$ cat config.mk
export PLATFORM = sky130hd
export DESIGN_NAME = mmcs_monitor
export DESIGN_NICKNAME = d
export VERILOG_FILES = /design/src/mmcs_pkg.sv /design/src/mmcs_fifo.sv /design/src/mmcs_monitor.sv
export SDC_FILE = /design/constraint.sdc
export NUM_CORES = 1
export LEC_CHECK = 0
export BUFFER_PORTS_ARGS = -buffer_cell sky130_fd_sc_hd__buf_4
export CAP_MARGIN = 20
export CORE_MARGIN = 3
export CORE_UTILIZATION = 42
export CTS_CLUSTER_SIZE = 28
export DETAILED_ROUTE_END_ITERATION = 7
export GPL_ROUTABILITY_DRIVEN = 0
export SLEW_MARGIN = 15
export SYNTH_ARGS = -nofsm -noshare
export SYNTH_HDL_FRONTEND = slang
export SYNTH_SLANG_ARGS = --single-unit
export TNS_END_PERCENT = 100
$ cat constraint.sdc
create_clock -name core_clk -period 9.56 [get_ports core_clk]
set_input_delay 0.478 -clock core_clk [delete_from_list [all_inputs] [get_ports core_clk]]
set_output_delay 0.478 -clock core_clk [all_outputs]
set_load 0.05 [all_outputs]
$ cat src/mmcs_pkg.sv
// Shared constants and types of the monitor command and security block.
// Assumes one bus clock; serial bit time is a fixed division of it.
package mmcs_pkg;

  // ****************************************
  // Serial timing, in bus clock cycles (BIT_DIV, BIT_TOP, HALF_BIT) and in bit times (the rest)
  // ****************************************
  localparam int BIT_DIV = 256;
  localparam logic [7:0] BIT_TOP = 8'(BIT_DIV - 1);
  localparam logic [7:0] HALF_BIT = 8'(BIT_DIV / 2);
  localparam logic [3:0] ECHO_GAP_BITS = 4'h2;
  localparam logic [3:0] CANCEL_BITS = 4'hB;
  localparam logic [3:0] FRAME_BITS = 4'hA;
  localparam logic [3:0] TX_LAST = 4'(ECHO_GAP_BITS + FRAME_BITS - 4'h1);
  localparam logic [3:0] RX_LAST = 4'h9;

  // ****************************************
  // Memory map and security
  // ****************************************
  localparam logic [15:0] SEC_BASE = 16'hFFF6;
  localparam logic [2:0] SEC_LAST = 3'h7;
  localparam logic [15:0] SEC_FLAG_ADDR = 16'h0040;
  localparam logic [7:0] SEC_FLAG_MASK = 8'h40;
  localparam logic [7:0] ERASED_BYTE = 8'hFF;
  localparam logic [15:0] FLASH_BASE = 16'h8000;
  localparam logic [7:0] INVALID_BYTE = 8'hAD;
  localparam logic [15:0] SP_RD_INC = 16'h0001;
  localparam logic [15:0] PC_HI_OFS = 16'h0005;
  localparam logic [15:0] PC_LO_OFS = 16'h0006;

  // ****************************************
  // Command codes
  // ****************************************
  localparam logic [7:0] CMD_READ = 8'h01;
  localparam logic [7:0] CMD_WRITE = 8'h02;
  localparam logic [7:0] CMD_IDX_RD = 8'h03;
  localparam logic [7:0] CMD_IDX_WR = 8'h04;
  localparam logic [7:0] CMD_SP_RD = 8'h05;
  localparam logic [7:0] CMD_RUN = 8'h06;

  // ****************************************
  // Buffer and types
  // ****************************************
  localparam int TXQ_DEPTH = 8;

  typedef struct packed {
    logic brk;
    logic [7:0] data;
  } mmcs_tx_item_t;

  typedef enum logic [4:0] {
    S_ENTRY, S_SEC, S_SRD, S_SCMP, S_SFLAG, S_SBRK, S_IDLE, S_ARG,
    S_CANCEL, S_EXEC, S_RDS, S_RDW, S_RDGET, S_PUSH, S_RUN1, S_RUN2,
    S_RUN3, S_BRKE, S_ERASE
  } mmcs_state_t;

endpackage

$ cat src/mmcs_fifo.sv
// Small synchronous FIFO with valid/ready on both sides.
// Assumes a single clock and a synchronous active-low reset.
`timescale 1ns/1ps
`default_nettype none
module mmcs_fifo
  import mmcs_pkg::*;
#(
  parameter int WIDTH = 9,
  parameter int DEPTH = 8
)
(
  // Clock and reset
  input wire logic core_clk,
  input wire logic resetn,
  // Fill side
  input wire logic in_valid,
  output logic in_ready,
  input wire logic [WIDTH-1:0] in_data,
  // Drain side
  output logic out_valid,
  input wire logic out_ready,
  output logic [WIDTH-1:0] out_data
);
  localparam int AW = $clog2(DEPTH);

  logic [WIDTH-1:0] mem_q [DEPTH];
  logic [AW-1:0] wr_q;
  logic [AW-1:0] rd_q;
  logic [AW:0] cnt_q;
  wire logic wr_fire = in_valid && in_ready;
  wire logic rd_fire = out_valid && out_ready;

  assign in_ready = (cnt_q != (AW+1)'(DEPTH));
  assign out_valid = (cnt_q != '0);
  assign out_data = mem_q[rd_q];

  always_ff @(posedge core_clk)
  begin
    if (wr_fire)
    begin
      mem_q[wr_q] <= in_data;
    end
  end

  always_ff @(posedge core_clk)
  begin
    if (!resetn)
    begin
      wr_q <= '0;
      rd_q <= '0;
      cnt_q <= '0;
    end
    else
    begin
      if (wr_fire)
        wr_q <= (wr_q == AW'(DEPTH - 1)) ? '0 : wr_q + 1'b1;
      if (rd_fire)
        rd_q <= (rd_q == AW'(DEPTH - 1)) ? '0 : rd_q + 1'b1;
      cnt_q <= cnt_q + (AW+1)'(wr_fire) - (AW+1)'(rd_fire);
    end
  end
endmodule
`default_nettype wire

$ cat src/mmcs_monitor.sv
// Monitor-mode command responder and security gate.
// Assumes a memory port with one cycle of read latency and a CPU that
// acts on the trap and resume pulses; serial pin is open-drain style.
// Summary of operation
// - Echo each accepted byte after two bit times
// - Wait eleven bit times before executing command
// - Indexed commands step through consecutive addresses
// - Entry issues one trap push pulse, then security wait or idle
// - Run reads stacked PC high then low, then pulses return
// - Stack pointer read returns SP plus one
// - Stacked PC sits at SP+5, SP+6
// - Pass only if eight bytes match protected
// - After power-on, wait for eight security bytes
// - Bypass survives every reset except power-on
// - Failed: flash reads invalid, fetch resets
// - Send break after all eight security bytes
// - Set RAM flag bit when code correct
// - Mass erase writes erased value to locations
// - Break is start plus nine zero bits
// - Bit rate is bus clock over 256
// - Echo bytes received in SEC, IDLE or ARG state on same pin; others dropped
// - Read data follows echo of last byte
`timescale 1ns/1ps
`default_nettype none
module mmcs_monitor
  import mmcs_pkg::*;
(
  // Clock and reset
  input wire logic core_clk,
  input wire logic resetn,
  input wire logic por_rst,
  // Serial pin
  input wire logic monitor_serial_pin_i,
  output logic monitor_serial_pin_o,
  output logic monitor_serial_pin_oe,
  // Memory port
  output logic [15:0] mem_addr,
  output logic [7:0] mem_wdata,
  output logic mem_we,
  output logic mem_re,
  input wire logic [7:0] mem_rdata,
  // CPU side
  input wire logic [15:0] cpu_sp,
  input wire logic cpu_flash_fetch,
  input wire logic mass_erase_req,
  output logic cpu_trap_push,
  output logic cpu_pull_rti,
  output logic [15:0] resume_pc,
  output logic flash_unlocked,
  output logic illegal_addr_rst
);

  // ****************************************
  // Bit-rate divider
  // ****************************************
  logic [7:0] div_q;
  wire logic bit_tick = (div_q == BIT_TOP);

  always_ff @(posedge core_clk)
  begin
    if (!resetn)
      div_q <= '0;
    else
      div_q <= div_q + 8'h01;
  end

  // ****************************************
  // Receiver
  // ****************************************
  logic rx_s1_q, rx_s2_q, rx_arm_q, rx_act_q;
  logic [7:0] rx_ph_q;
  logic [3:0] rx_n_q;
  logic [8:0] rx_sh_q;
  logic rx_byte_q, rx_brk_q;
  logic [7:0] rx_data_q;
  logic tx_busy_q;
  // Own echo must not be heard as host data
  wire logic rx_start = rx_arm_q && !rx_act_q && !rx_s2_q && !tx_busy_q;
  wire logic rx_samp = rx_act_q && (rx_ph_q == HALF_BIT);
  wire logic rx_end = rx_samp && (rx_n_q == RX_LAST);

  always_ff @(posedge core_clk)
  begin
    rx_s1_q <= monitor_serial_pin_i;
    rx_s2_q <= rx_s1_q;
  end

  always_ff @(posedge core_clk)
  begin
    if (!resetn)
    begin
      rx_arm_q <= 1'b0;
      rx_act_q <= 1'b0;
      rx_ph_q <= '0;
      rx_n_q <= '0;
      rx_sh_q <= '0;
      rx_byte_q <= 1'b0;
      rx_brk_q <= 1'b0;
      rx_data_q <= '0;
    end
    else
    begin
      rx_byte_q <= 1'b0;
      rx_brk_q <= 1'b0;
      rx_ph_q <= rx_start ? 8'h00 : rx_ph_q + 8'h01;
      if (rx_s2_q && !rx_act_q)
        rx_arm_q <= 1'b1;
      if (rx_start)
      begin
        rx_act_q <= 1'b1;
        rx_arm_q <= 1'b0;
        rx_n_q <= '0;
      end
      else if (rx_samp)
      begin
        rx_n_q <= rx_n_q + 4'h1;
        rx_sh_q <= {rx_s2_q, rx_sh_q[8:1]};
        if (rx_n_q == 4'h0 && rx_s2_q)
          rx_act_q <= 1'b0;
        if (rx_end)
        begin
          rx_act_q <= 1'b0;
          rx_data_q <= rx_sh_q[8:1];
          rx_byte_q <= rx_s2_q;
          rx_brk_q <= !rx_s2_q && (rx_sh_q[8:1] == 8'h00);
        end
      end
    end
  end

  // ****************************************
  // Transmit queue and transmitter
  // ****************************************
  mmcs_tx_item_t q_in, q_out;
  logic q_in_valid, q_in_ready, q_out_valid;
  logic [3:0] tx_cnt_q;
  logic [9:0] tx_sh_q;
  logic pin_o_q, pin_oe_q;
  wire logic q_pop = q_out_valid && !tx_busy_q;
  wire logic tx_frame = tx_busy_q && (tx_cnt_q >= ECHO_GAP_BITS);
  wire logic tx_done = tx_busy_q && bit_tick && (tx_cnt_q == TX_LAST);

  mmcs_fifo #(.WIDTH($bits(mmcs_tx_item_t)), .DEPTH(TXQ_DEPTH)) u_txq (
    .core_clk(core_clk),
    .resetn(resetn),
    .in_valid(q_in_valid),
    .in_ready(q_in_ready),
    .in_data(q_in),
    .out_valid(q_out_valid),
    .out_ready(!tx_busy_q),
    .out_data(q_out)
  );

  always_ff @(posedge core_clk)
  begin
    if (!resetn)
    begin
      tx_busy_q <= 1'b0;
      tx_cnt_q <= '0;
      tx_sh_q <= '1;
      pin_o_q <= 1'b1;
      pin_oe_q <= 1'b0;
    end
    else
    begin
      if (q_pop)
      begin
        tx_busy_q <= 1'b1;
        tx_cnt_q <= '0;
        tx_sh_q <= q_out.brk ? 10'h000 : {1'b1, q_out.data, 1'b0};
      end
      else if (tx_done)
        tx_busy_q <= 1'b0;
      else if (tx_busy_q && bit_tick)
      begin
        tx_cnt_q <= tx_cnt_q + 4'h1;
        if (tx_frame)
          tx_sh_q <= {1'b1, tx_sh_q[9:1]};
      end
      pin_o_q <= tx_frame ? tx_sh_q[0] : 1'b1;
      pin_oe_q <= tx_busy_q && !tx_done;
    end
  end

  // ****************************************
  // Command and security sequencer
  // ****************************************
  mmcs_state_t state_q, state_d;
  logic pend_v_q;
  logic [7:0] pend_d_q, cmd_q, dat_q, out_q;
  logic [15:0] addr_q, index_q, sp_plus1;
  logic [1:0] argn_q, rd_left_q;
  logic [2:0] secn_q;
  logic [3:0] cnt_q;
  logic miss_q, sec_q;
  logic [15:0] maddr_q;
  logic [7:0] mwdata_q, pc_hi_q;
  logic mwe_q, mre_q, trap_q, rti_q, illeg_q;
  logic [15:0] pc_q;

  wire logic acc_st = (state_q == S_SEC) || (state_q == S_IDLE) ||
                      (state_q == S_ARG);
  wire logic want_echo = pend_v_q && acc_st;
  wire logic push_brk = (state_q == S_SBRK) || (state_q == S_BRKE);
  wire logic push_dat = (state_q == S_PUSH);
  wire logic echo_fire = want_echo && q_in_ready;
  wire logic push_fire = q_in_valid && q_in_ready;
  wire logic tx_quiet = !tx_busy_q && !q_out_valid;
  wire logic [15:0] rd_addr = (cmd_q == CMD_READ) ?
                              {addr_q[7:0], dat_q} : addr_q;
  wire logic flash_hidden = !sec_q && (maddr_q >= FLASH_BASE);
  wire logic [1:0] argc = (cmd_q == CMD_READ) ? 2'd2 :
                          (cmd_q == CMD_WRITE) ? 2'd3 :
                          (cmd_q == CMD_IDX_WR) ? 2'd1 : 2'd0;
  wire logic [1:0] arg_new = (pend_d_q == CMD_READ) ? 2'd2 :
                             (pend_d_q == CMD_WRITE) ? 2'd3 :
                             (pend_d_q == CMD_IDX_WR) ? 2'd1 : 2'd0;
  wire logic known_cmd = (pend_d_q >= CMD_READ) && (pend_d_q <= CMD_RUN);

  assign sp_plus1 = cpu_sp + SP_RD_INC;
  // Echo and read data share the queue
  assign q_in_valid = want_echo || push_brk || push_dat;
  assign q_in.brk = push_brk;
  assign q_in.data = push_dat ? out_q : pend_d_q;
  assign argn_q = argc;

  always_comb
  begin
    state_d = state_q;
    case (state_q)
      S_ENTRY: state_d = sec_q ? S_IDLE : S_SEC;
      S_SEC: if (echo_fire) state_d = S_SRD;
      S_SRD: state_d = S_SCMP;
      S_SCMP: state_d = (secn_q == SEC_LAST) ? S_SFLAG : S_SEC;
      // Break only after the eighth compare
      S_SFLAG: state_d = S_SBRK;
      S_SBRK: if (push_fire) state_d = S_IDLE;
      S_IDLE:
      begin
        if (mass_erase_req && !sec_q)
          state_d = S_ERASE;
        else if (rx_brk_q)
          state_d = S_BRKE;
        else if (echo_fire && known_cmd)
          state_d = (arg_new == 2'd0) ? S_CANCEL : S_ARG;
      end
      S_ARG:
      begin
        if (rx_brk_q)
          state_d = S_BRKE;
        else if (echo_fire && cnt_q[1:0] == argn_q - 2'd1)
          state_d = S_CANCEL;
      end
      S_CANCEL:
      begin
        if (rx_brk_q)
          state_d = S_BRKE;
        else if (cnt_q == CANCEL_BITS)
          state_d = S_EXEC;
      end
      S_EXEC:
      begin
        if (cmd_q == CMD_READ || cmd_q == CMD_IDX_RD)
          state_d = S_RDS;
        else if (cmd_q == CMD_SP_RD)
          state_d = S_PUSH;
        else if (cmd_q == CMD_RUN)
          state_d = S_RUN1;
        else
          state_d = S_IDLE;
      end
      S_RDS: state_d = S_RDW;
      S_RDW: state_d = S_RDGET;
      S_RDGET: state_d = S_PUSH;
      S_PUSH:
      begin
        if (push_fire)
          state_d = (rd_left_q == 2'd1) ? S_IDLE :
                    (cmd_q == CMD_SP_RD) ? S_PUSH : S_RDS;
      end
      S_RUN1: state_d = S_RUN2;
      S_RUN2: state_d = S_RUN3;
      S_RUN3: state_d = S_IDLE;
      S_BRKE: if (push_fire) state_d = S_IDLE;
      S_ERASE: if (secn_q == SEC_LAST) state_d = S_IDLE;
      default: state_d = S_IDLE;
    endcase
  end

  always_ff @(posedge core_clk)
  begin
    if (!resetn)
      state_q <= S_ENTRY;
    else
      state_q <= state_d;
  end

  always_ff @(posedge core_clk)
  begin
    if (!resetn && por_rst)
      sec_q <= 1'b0;
    else if (resetn && state_q == S_SFLAG)
      sec_q <= !miss_q;
  end

  always_ff @(posedge core_clk)
  begin
    if (!resetn)
    begin
      pend_v_q <= 1'b0;
      pend_d_q <= '0;
      cmd_q <= '0;
      dat_q <= '0;
      out_q <= '0;
      addr_q <= '0;
      index_q <= '0;
      rd_left_q <= '0;
      secn_q <= '0;
      cnt_q <= '0;
      miss_q <= 1'b0;
      maddr_q <= '0;
      mwdata_q <= '0;
      mwe_q <= 1'b0;
      mre_q <= 1'b0;
      trap_q <= 1'b0;
      rti_q <= 1'b0;
      illeg_q <= 1'b0;
      pc_hi_q <= '0;
      pc_q <= '0;
    end
    else
    begin
      mwe_q <= 1'b0;
      mre_q <= 1'b0;
      rti_q <= 1'b0;
      trap_q <= (state_q == S_ENTRY);
      illeg_q <= cpu_flash_fetch && !sec_q;
      // A new byte wins over the consume
      if (rx_byte_q)
      begin
        pend_v_q <= 1'b1;
        pend_d_q <= rx_data_q;
      end
      else if (echo_fire || (pend_v_q && !acc_st))
        pend_v_q <= 1'b0;
      case (state_q)
        S_SEC:
        begin
          if (echo_fire)
          begin
            dat_q <= pend_d_q;
            maddr_q <= SEC_BASE + {13'h0000, secn_q};
            mre_q <= 1'b1;
          end
        end
        S_SCMP:
        begin
          if (mem_rdata != dat_q)
            miss_q <= 1'b1;
          secn_q <= secn_q + 3'h1;
        end
        S_SFLAG:
        begin
          maddr_q <= SEC_FLAG_ADDR;
          mwdata_q <= miss_q ? 8'h00 : SEC_FLAG_MASK;
          mwe_q <= 1'b1;
        end
        S_IDLE:
        begin
          cnt_q <= '0;
          secn_q <= '0;
          if (echo_fire)
            cmd_q <= pend_d_q;
        end
        S_ARG:
        begin
          if (echo_fire)
          begin
            {addr_q, dat_q} <= {addr_q[7:0], dat_q, pend_d_q};
            cnt_q <= cnt_q + 4'h1;
          end
          if (state_d == S_CANCEL)
            cnt_q <= '0;
        end
        S_CANCEL:
          if (tx_quiet && bit_tick)
            cnt_q <= cnt_q + 4'h1;
        S_EXEC:
        begin
          if (cmd_q == CMD_READ)
          begin
            index_q <= rd_addr;
            rd_left_q <= 2'd1;
          end
          else if (cmd_q == CMD_IDX_RD)
            rd_left_q <= 2'd2;
          else if (cmd_q == CMD_SP_RD)
          begin
            rd_left_q <= 2'd2;
            out_q <= sp_plus1[15:8];
          end
          else if (cmd_q == CMD_WRITE || cmd_q == CMD_IDX_WR)
          begin
            maddr_q <= (cmd_q == CMD_WRITE) ? addr_q : index_q;
            index_q <= ((cmd_q == CMD_WRITE) ? addr_q : index_q) + 16'h0001;
            mwdata_q <= dat_q;
            mwe_q <= 1'b1;
          end
          else if (cmd_q == CMD_RUN)
          begin
            maddr_q <= cpu_sp + PC_HI_OFS;
            mre_q <= 1'b1;
          end
        end
        S_RDS:
        begin
          maddr_q <= index_q;
          mre_q <= 1'b1;
          index_q <= index_q + 16'h0001;
        end
        S_RDGET: out_q <= flash_hidden ? INVALID_BYTE : mem_rdata;
        S_PUSH:
        begin
          if (push_fire)
          begin
            rd_left_q <= rd_left_q - 2'd1;
            out_q <= sp_plus1[7:0];
          end
        end
        S_RUN1:
        begin
          maddr_q <= cpu_sp + PC_LO_OFS;
          mre_q <= 1'b1;
        end
        S_RUN2: pc_hi_q <= mem_rdata;
        S_RUN3:
        begin
          pc_q <= {pc_hi_q, mem_rdata};
          rti_q <= 1'b1;
        end
        S_ERASE:
        begin
          maddr_q <= SEC_BASE + {13'h0000, secn_q};
          mwdata_q <= ERASED_BYTE;
          mwe_q <= 1'b1;
          secn_q <= secn_q + 3'h1;
        end
        default: ;
      endcase
    end
  end

  // ****************************************
  // Outputs
  // ****************************************
  assign monitor_serial_pin_o = pin_o_q;
  assign monitor_serial_pin_oe = pin_oe_q;
  assign mem_addr = maddr_q;
  assign mem_wdata = mwdata_q;
  assign mem_we = mwe_q;
  assign mem_re = mre_q;
  assign cpu_trap_push = trap_q;
  assign cpu_pull_rti = rti_q;
  assign resume_pc = pc_q;
  assign flash_unlocked = sec_q;
  assign illegal_addr_rst = illeg_q;
endmodule
`default_nettype wire

# Yosys cells after proc, flatten, opt, wreduce, memory -nomap -nowiden

Memories as Yosys holds them, arrays and structs flattened. A register that Yosys moved wholly into a read port is not among the register bits.
Index checks and enable logic that the tools add are counted.

Input port bits: 30
Register bits: 204
Memories kept: 1
Word-level logic and storage cells: 304
Memory bits (read-only): 0
Bits in writable memories: 72
Bits in latches: 0

Muxes and demuxes: 94
Eq/ne operators: 55
Multiply operators: 0
$add $sub $neg: 18
Shifts and indexed selects: 0
Div/mod/pow operators: 0
$lt $le $gt $ge: 4
Bitwise gates (word level): 5
Reductions and logical operators: 86

Memory list:

| memory      | words | width | rd ports | clocked after Yosys merged registers in | write ports | RTL line        | source |
|---|---|---|---|---|---|---|---|
| u_txq.mem_q | 8     | 9     | 1        | 1                                       | 1           | mmcs_fifo.sv:26 | `logic [WIDTH-1:0] mem_q [DEPTH];` |

Operators with widths:

| kind                                                             | number |
|---|---|
| 16-bit 2-to-1 mux                                                | 11 |
| 16-bit one-hot mux with 6 select lines                           | 1 |
| 5-bit one-hot mux with 17 select lines                           | 1 |
| 8-bit 2-to-1 mux                                                 | 10 |
| 5-bit 2-to-1 mux                                                 | 11 |
| 10-bit 2-to-1 mux                                                | 5 |
| 16-bit by 1-bit adder with 16-bit output (second input constant) | 3 |
| 8-bit one-hot mux with 3 select lines                            | 2 |
| 5-bit by 4-bit == test with 1-bit output (second input constant) | 9 |
| 16-bit by 3-bit adder with 16-bit output (second input constant) | 2 |
| 8-bit by 3-bit == test with 1-bit output (second input constant) | 4 |
| 4-bit 2-to-1 mux                                                 | 8 |
| 16-bit one-hot mux with 2 select lines                           | 1 |
| 1-bit logical AND                                                | 27 |
| 8-bit by 2-bit == test with 1-bit output (second input constant) | 3 |
| 1-bit 2-to-1 mux                                                 | 23 |
| 3-bit 2-to-1 mux                                                 | 7 |
| 5-bit by 3-bit == test with 1-bit output (second input constant) | 4 |
| 8-bit by 1-bit adder with 8-bit output (second input constant)   | 2 |
| 8-bit by 1-bit == test with 1-bit output (second input constant) | 2 |
| 8-bit == test (second input constant)                            | 2 |
| 16-bit greater-or-equal comparator (second input constant)       | 1 |
| 2-bit 2-to-1 mux                                                 | 8 |
| 2-bit AND reduction                                              | 8 |
| other kinds (45)                                                 | 107 |

# Depth between registers and ports, before layout

Gate-level depths: netlist of the first run.

Depth after elaboration: 13
Depth in mapped cells: 14
Gate-level depth less buffers: 13

# By module

Synthesis of the first run repeated with hierarchy kept, for this count alone.

Cell total of the unflattened synthesis: 1590
Area total of the unflattened synthesis: 14256.2 sq um

Modules (own cells, without submodules):

| module       | cells an instance | times used | area each (sq um) |
|---|---|---|---|
| mmcs_monitor | 1409              | 1          | 10780.3 |
| mmcs_fifo    | 181               | 1          | 3475.8 |

# Worst setup path after synthesis of the first run

OpenSTA, ideal clock, no wires.

Kind: reg2reg
From: reg state_q[2]
To: mem u_txq.mem_q[1][0], enable pin
Required time: 9.157 ns
Arrival time: 2.699 ns
Cell stages (with the launch flop): 8
Setup slack: 6.459 ns
Path through: dfxtp_1 > buf_2 > buf_2 > nor4bb_1 > o21ai_0 > or2_2 > clkbuf_1 > nor4b_1

Longest elaborated chain between the ends: 9
Elaborated cells on any way between the ends: 15

Ends and longest elaborated chain:

| what                                                                                                        | RTL line            | source |
|---|---|---|
| from (decl)                                                                                                 | mmcs_monitor.sv:188 | `mmcs_state_t state_q, state_d;` |
| from (signal assigned)                                                                                      | mmcs_monitor.sv:295 | `state_q <= state_d;` |
| 5-bit by 1-bit == test with 1-bit output / 5-bit by 3-bit == test with 1-bit output (equally long branches) | mmcs_monitor.sv:201 | `wire logic acc_st = (state_q == S_SEC) \|\| (state_q == S_IDLE) \|\|` |
| 1-bit logical OR (2 in series)                                                                              | mmcs_monitor.sv:201 |  |
| 1-bit logical AND                                                                                           | mmcs_monitor.sv:203 | `wire logic want_echo = pend_v_q && acc_st;` |
| 1-bit logical OR                                                                                            | mmcs_monitor.sv:222 | `assign q_in_valid = want_echo \|\| push_brk \|\| push_dat;` |
| 1-bit logical OR (*)                                                                                        | mmcs_monitor.sv:222 |  |
| 1-bit logical AND (*)                                                                                       | mmcs_fifo.sv:30     | `wire logic wr_fire = in_valid && in_ready;` |
| 1-bit 2-to-1 mux (*)                                                                                        | mmcs_fifo.sv:39     | `if (wr_fire)` |
| 1-bit 2-to-1 mux (not written as such) (*)                                                                  | mmcs_fifo.sv:41     | `mem_q[wr_q] <= in_data;` |
| to (decl)                                                                                                   | mmcs_fifo.sv:26     |  |

Mark *: on every way between the ends. The rest lies on a longest branch, timed or not.

# Worst setup path in the final report of the first run

From: reg cmd_q[4]
To: reg index_q[6]

Longest elaborated chain between the ends: 8
Elaborated cells on any way between the ends: 17

Ends and longest elaborated chain:

| what                                     | RTL line                                 | source |
|---|---|---|
| from (decl)                              | mmcs_monitor.sv:190                      | `logic [7:0] pend_d_q, cmd_q, dat_q, out_q;` |
| from (signal assigned)                   | mmcs_monitor.sv:373                      | `cmd_q <= pend_d_q;` |
| 8-bit by 2-bit == test with 1-bit output | mmcs_monitor.sv:402, mmcs_monitor.sv:405 |  |
| 16-bit 2-to-1 mux                        | mmcs_monitor.sv:405                      | `index_q <= ((cmd_q == CMD_WRITE) ? addr_q : index_q) + 16'h0001;` |
| 16-bit by 1-bit adder with 16-bit output | mmcs_monitor.sv:405                      |  |
| 16-bit 2-to-1 mux                        | mmcs_monitor.sv:402                      | `else if (cmd_q == CMD_WRITE \|\| cmd_q == CMD_IDX_WR)` |
| 16-bit 2-to-1 mux                        | mmcs_monitor.sv:397                      | `else if (cmd_q == CMD_SP_RD)` |
| 16-bit 2-to-1 mux                        | mmcs_monitor.sv:395                      | `else if (cmd_q == CMD_IDX_RD)` |
| 16-bit 2-to-1 mux                        | mmcs_monitor.sv:390                      | `if (cmd_q == CMD_READ)` |
| 16-bit one-hot mux with 2 select lines   | mmcs_monitor.sv:346                      | `case (state_q)` |
| to (signal assigned)                     | mmcs_monitor.sv:392                      | `index_q <= rd_addr;` |
| to (signal assigned)                     | mmcs_monitor.sv:405                      |  |
| to (signal assigned)                     | mmcs_monitor.sv:419                      | `index_q <= index_q + 16'h0001;` |
| to (decl)                                | mmcs_monitor.sv:191                      | `logic [15:0] addr_q, index_q, sp_plus1;` |

Several ways; a longest one is shown, not always the timed one. The select of a mux whose other input is x is not followed.
A chain may end at the register's enable or synchronous reset.

==> reports/results.ini, run 1 <==
[outcome]
status = complete, no violations

[yosys]
avgSynthCellArea_um2 = 9.04
yosysTopAreaCell = dfxtp_1
syn_area_um2 = 14000
synthArstFlopShare_pct = 0
synth_edf_count = 72
synth_top_cell_area_share_pct = 29.5
synth_ff_type = dfxtp_1
synth_seq_cells = 278
synth.area.top_cells = dfxtp_1 29%, edfxtp_1 15%, nand2_1 5.0%
ys_types = 83
yosys_warnings = 0
syn-num-nets = 1608
yosysSeqAreaShare_pct = 44.9
netlist_instances = 1549

[worst_setup_path]
critPathKind = reg -> reg
cp_slowest_cell = nor3_4
cp-end-kind = register
slowest_delay_ns = 0.87
crit_chain = or4_1 -> nor3_4 -> mux2i_1 -> inv_1 -> ha_1 -> o21a_1 -> nand3_1 -> or3b_2 -> a31oi_1
critPathLaunchType = register
worstPathArrival_ns = 4.19
r2r_cells = 9
cp_max_fo = 19
required_ns = 10.05

[clocking]
cts_root_buffer = clkbuf_16
cts_tree = yes
cts.sinks = 278
post_cts_resized = 0
clkLatencyLatePin_ns = 0.56
htreeDepth = 1
path_clk_slew_ns = 0.06
clockBufferDepth = 3
cts_setup_buffers = 0
numCtsBuffers = 30

[power]
finalPower_uw = 2940
ir_worst_vdd_mv = 0.132
p_leak_uw = 0.00583
p_per_area_nw_per_um2 = 183

[sta]
rsz0062_at_grt = no
fin_crit_ns = 3.70
fin_crit_sh_pct = 38.7
relSlewSlack_pct = 24.4
skew_ns = 0.0102
holdWs_ns = 0.140
fmax_mhz = 270
setup_slack_ns = 5.86
fin_setup_tns_ns = 0
hold_violations = 0
maxSlewViolCount = 0
finalSetupViolations = 0
tightest_slew_ns = 1.13

[placed_design]
hpwl_mm = 29.4
dpl_worst_slack_ns = 5.95
numPortBuffers = 77

[finish]
syn_to_final_growth_pct = 14.3
antenna_cells = 0
final_common_cell = dfxtp_1
nets = 1639
final_layout_size_suffix_gt1_share_pct = 13.4
final_cell_mix = 206 x dfxtp_1, 186 x nand2_1, 166 x nor2_1, 109 x a21oi_1, 92 x buf_4

[floorplan]
dieArea_um2 = 35600
coreArea_um2 = 32700
io_pins = 78
start_util_pct = 42.8
placementRows = 66
die_h_um = 189
die_x_um = 189

[worst_hold_path]
holdPathStages = 3
hp-class = in -> reg

[detailed_routing]
drc = 0
postRouteAntennaNets = 0
wl_mm = 41.6
drt_pass1_iterations = 6
initialDrtViolationCount = 1327
vias = 12013
wire_per_inst_um = 20.3
viasPerCell = 5.87

[grt]
grt_overflow = 0
grt_pass1_wl_mm = 64.9
grt.total_usage_pct = 22.8
grt_max_degree = 71
grt_pass1_vias = 11246
antenna_found_initial = 1

[flow_run]
maxCapViolations = 0

==> final timing paths <==
| kind | slack (ns) | to | startpoint |
|---|---|---|---|
| max | 5.86 | index_q[6] | cmd_q[4] |
| min | 0.14 | illegal_addr_rst | cpu_flash_fetch |
| max reg2reg | 5.86 | index_q[6] | cmd_q[4] |
| min reg2reg | 0.33 | rx_s2_q | rx_s1_q |
==> cells by family (layout without fill, tap and decap cells) <==
kind of cell / count (synthesis) / count (layout) / synth area share (%)
and+or+nand+nor: 612 / 612 / 21.0
AOI/OAI and AO/OA: 344 / 344 / 15.6
xor gates and xnor gates: 68 / 68 / 4.25
buffers and inverters: 134 / 189 / 3.82
adders and majority gates: 29 / 29 / 2.65
muxes: 84 / 84 / 7.78
DFF: 278 / 278 / 44.9
==> power breakdown <==
part | total [µW] | switching, µW | leakage, µW | internal, µW
Clock | 1230 | 477 | 0.000507 | 753
Combinational | 416 | 243 | 0.00297 | 173
Sequential | 1290 | 41.1 | 0.00236 | 1250
==> cells in the mapped netlist, types with 4 or more instances <==
cell type    n
nor2_1     166
o21a_1       5
a211oi_1    19
a2111oi_0    6
nand3b_1     8
buf_2       13
a22oi_1      8
mux2i_1     53
a21oi_1    110
nor4_1      19
and4_1       7
o211ai_1     8
buf_1        6
ha_1        28
a222oi_1     4
o21ai_0     82
nand3_1     70
dfxtp_1    206
nand2_1    186
a311oi_1     9
inv_1       36
nor2b_1      4
mux4_2      18
or3_1        6
or2_2        9
a221o_1      4
edfxtp_1    72
nand2b_1    10
nor3b_1      7
o22ai_1     10
clkbuf_1    74
nand4_1     13
a22o_1       9
xnor2_1     32
o31ai_1      4
or4_1        6
a31oi_1     20
xor2_1      36
mux2_2      11
a221oi_1     4
and3_1      27
or3b_2       8
and2_1       8
nor3_1      41
nor4b_1      4
==> flip-flops by register name, indices dropped and copies added, names as in the netlist, 10 cells and up, named ones only <==
name and flops:
resume_pc 16, tx_sh_q 10, mem_addr 16, index_q 16, u_txq.mem_q 72, addr_q 16
==> layer usage <==
layer  track usage (%)  up-vias  wire, µm
li1                  -     5683         -
met1              31.5     5771     17900
met2              36.3      481     19100
met3              3.61       76      3180
met4              8.19        2      1350
met5                 0        -        36
==> metrics by stage <==
stage	instance area (µm²)	utilization, %	std cells
5_1_grt	16000	48.9	2046
2_1_floorplan	14000	-	1549
3_3_place_gp	14900	45.4	1983
4_1_cts	16000	48.8	2043
6_report	16000	48.9	2046
3_5_place_dp	14900	45.6	1986
==> cell type report <==
cell class                 instances  area, µm²
fill                            3141      16700
multi-input combinational       1137       7240
tap                              442        553
inverter                          37        141
sequential                       278       6290
timing repair buffer              96        718
clock inverter                    20        268
clock buffer                      36        793
==> critical path: cells and delay by family, from the launching register on <==
family	cells	cell delay, ns
and+or+nand+nor	4	2.18
DFF	1	0.32
AOI/OAI and AO/OA	2	0.39
adders and majority gates	1	0.24
muxes	1	0.41
buffers and inverters	1	0.08
==> what timing repair did <==
action	in CTS	in global routing
hold buffers	1	0
setup endpoints to repair	0	0
endpoints found under the hold margin	1	0
Note: power is estimated with default switching activity, not from simulation.
==> run 2: changes to the inputs <==
==> constraint.sdc (replaced) <==
create_clock -name core_clk -period 3.02 [get_ports core_clk]
set_input_delay 0.151 -clock core_clk [delete_from_list [all_inputs] [get_ports core_clk]]
set_output_delay 0.151 -clock core_clk [all_outputs]
set_load 0.05 [all_outputs]
==> run 2 against run 1 <==
Via count increased by 2.9%. Combinational power increased to 3.3 times the previous value. Wire length up 3.1%. Clock power rose to 2.9 times the previous value. Fmax rose by 33%. Sequential share of layout area shrank 1.2 points. Clock skew rose by 0.010 ns. Highest routed layer is now met4.
==> reports/results.ini, run 2 (synthesized netlist as in run 1, its figures left out) <==
[outcome]
status = complete, no violations

[placed_design]
hpwl_mm = 30.4
numPortBuffers = 77
dpl_cell_area_um2 = 15300
dpl_worst_slack_ns = 0.280

[worst_setup_path]
required_ns = 3.49
timing.rr.start = state_q[1]
critPathLaunchType = register
critPathKind = reg -> reg
cp_max_fo = 21
worstPathArrival_ns = 3.25
reg2reg_setup_slack_ns = 0.24
crit_top_cell = and4_1
cp_slowest_cell = or4b_2
slowest_delay_ns = 0.69
timing.rr.end = cnt_q[2]
cp-end-kind = register
crit_chain = buf_4 -> or4b_2 -> nor4_1 -> a2111oi_0 -> and4_1 -> and4_1 -> a211oi_1
r2r_cells = 7

[finish]
nets = 1713
largest_register = u_txq.mem_q
final_layout_size_suffix_gt1_share_pct = 15.8
largest_reg_flops = 72
final_cell_mix = 206 x dfxtp_1, 186 x nand2_1, 166 x nor2_1, 149 x buf_4, 110 x a21oi_1
syn_to_final_growth_pct = 17.8
final_common_cell = dfxtp_1
postLayoutCoreUtil_pct = 50.5
fin_area_um2 = 16500

[floorplan]
dieArea_um2 = 35600
io_pins = 78
coreArea_um2 = 32700
start_util_pct = 42.8
placementRows = 66
die_h_um = 189
die_x_um = 189

[clocking]
numCtsBuffers = 31
clkLatencyLatePin_ns = 0.58
path_clk_slew_ns = 0.06
htreeDepth = 1
cts_tree = yes
clockBufferDepth = 3
cts_setup_buffers = 0
post_cts_resized = 0
cts_hold_buffers = 20
cts.sinks = 278
cts_root_buffer = clkbuf_16

[sta]
hold_violations = 0
fin_crit_sh_pct = 92.2
fin_crit_ns = 2.78
rsz0062_at_grt = no
skew_ns = 0.0203
finalSetupViolations = 0
fmax_mhz = 359
tightest_slew_ns = 0.963
setup_slack_ns = 0.236
relSlewSlack_pct = 35.4
maxSlewViolCount = 0

[power]
p_per_area_nw_per_um2 = 551
p_leak_uw = 0.00616
ir_worst_vdd_mv = 0.419

[grt]
grt_overflow = 0
antenna_found_initial = 1
grt_max_degree = 70
grt_pass1_vias = 11609
grt.total_usage_pct = 23.6
grt_pass1_wl_mm = 66.9

[detailed_routing]
drt_pass1_iterations = 6
wire_per_inst_um = 20.2
wl_mm = 42.9
initialDrtViolationCount = 1080
postRouteAntennaNets = 0
viasPerCell = 5.83
drc = 0
vias = 12363

[worst_hold_path]
hp-class = in -> reg
hold_end = flash_unlocked
holdPathStages = 4
min-delay-start = por_rst

[flow_run]
maxCapViolations = 0

==> run 2: cell types whose count changed in the layout (fill, tap and decap cells not counted), sizes merged <==
cell         change
clkinv           +6
buf             +55
dlygate4sd3     +19
clkbuf           +1
bufinv           -5
diode            +1
inv              +1
clkinvlp         -2
==> run 2: worst max-delay path, delay by kind of cell, from the launching register on <==
| family | cells | cell delay, ns |
|---|---|---|
| AOI/OAI and AO/OA | 2 | 0.42 |
| buffers and inverters | 1 | 0.29 |
| DFF | 1 | 0.53 |
| and+or+nand+nor | 4 | 1.45 |
==> run 2: worst max-delay path by stage <==
| stage | startpoint | end | slack (ns) |
|---|---|---|---|
| 2_1_floorplan | state_q[2] | u_txq.mem_q[1][0] | -0.08 |
| 3_3_place_gp | state_q[1] | cnt_q[0] | 0.32 |
| 3_5_place_dp | state_q[1] | cnt_q[2] | 0.28 |
| 4_1_cts | state_q[1] | cnt_q[2] | 0.26 |
| 5_1_grt | state_q[1] | out_q[7] | 0.05 |
| 6_report | state_q[1] | cnt_q[2] | 0.24 |
==> run 2: metal layers <==
layer  track usage (%)  up-vias  share of wire, %
met5                 0        -                 0
met4              7.25        0               2.9
met3              4.19       88               7.5
met2              37.9      485                46
met1              32.6     5941                43
li1                  -     5849                 -
==> run 2: through the flow <==
step / total power [µW] / hold WS, ns / std cells / setup TNS [ns]
after floorplan: 5110 / 0.179 / 1549 / -1.47
final: 9080 / 0.0127 / 2122 / 0
after global placement: 5510 / 0.258 / 2043 / 0
after detailed placement: 5530 / 0.260 / 2043 / 0
after global routing: 9480 / 0.0688 / 2121 / 0
after CTS: 9160 / 0.0223 / 2121 / 0
==> run 2: report_power, final <==
part / leakage (µW) / switching, µW / total, µW / internal (µW)
Combinational: 0.00331 / 790 / 1390 / 597
Sequential: 0.00236 / 127 / 4080 / 3950
Clock: 0.000490 / 1550 / 3610 / 2070
Total: 0.00616 / 2460 / 9080 / 6620
==> run 2: area by class of cell <==
class | instances | area, µm²
well taps | 442 | 553
clock buffers | 38 | 842
repair buffers | 169 | 1320
fillers | 3128 | 16200
diodes | 1 | 2.50
inverters | 37 | 141
flip-flops and latches | 278 | 6290
clock inverters | 20 | 146
multi-input cells | 1137 | 7210
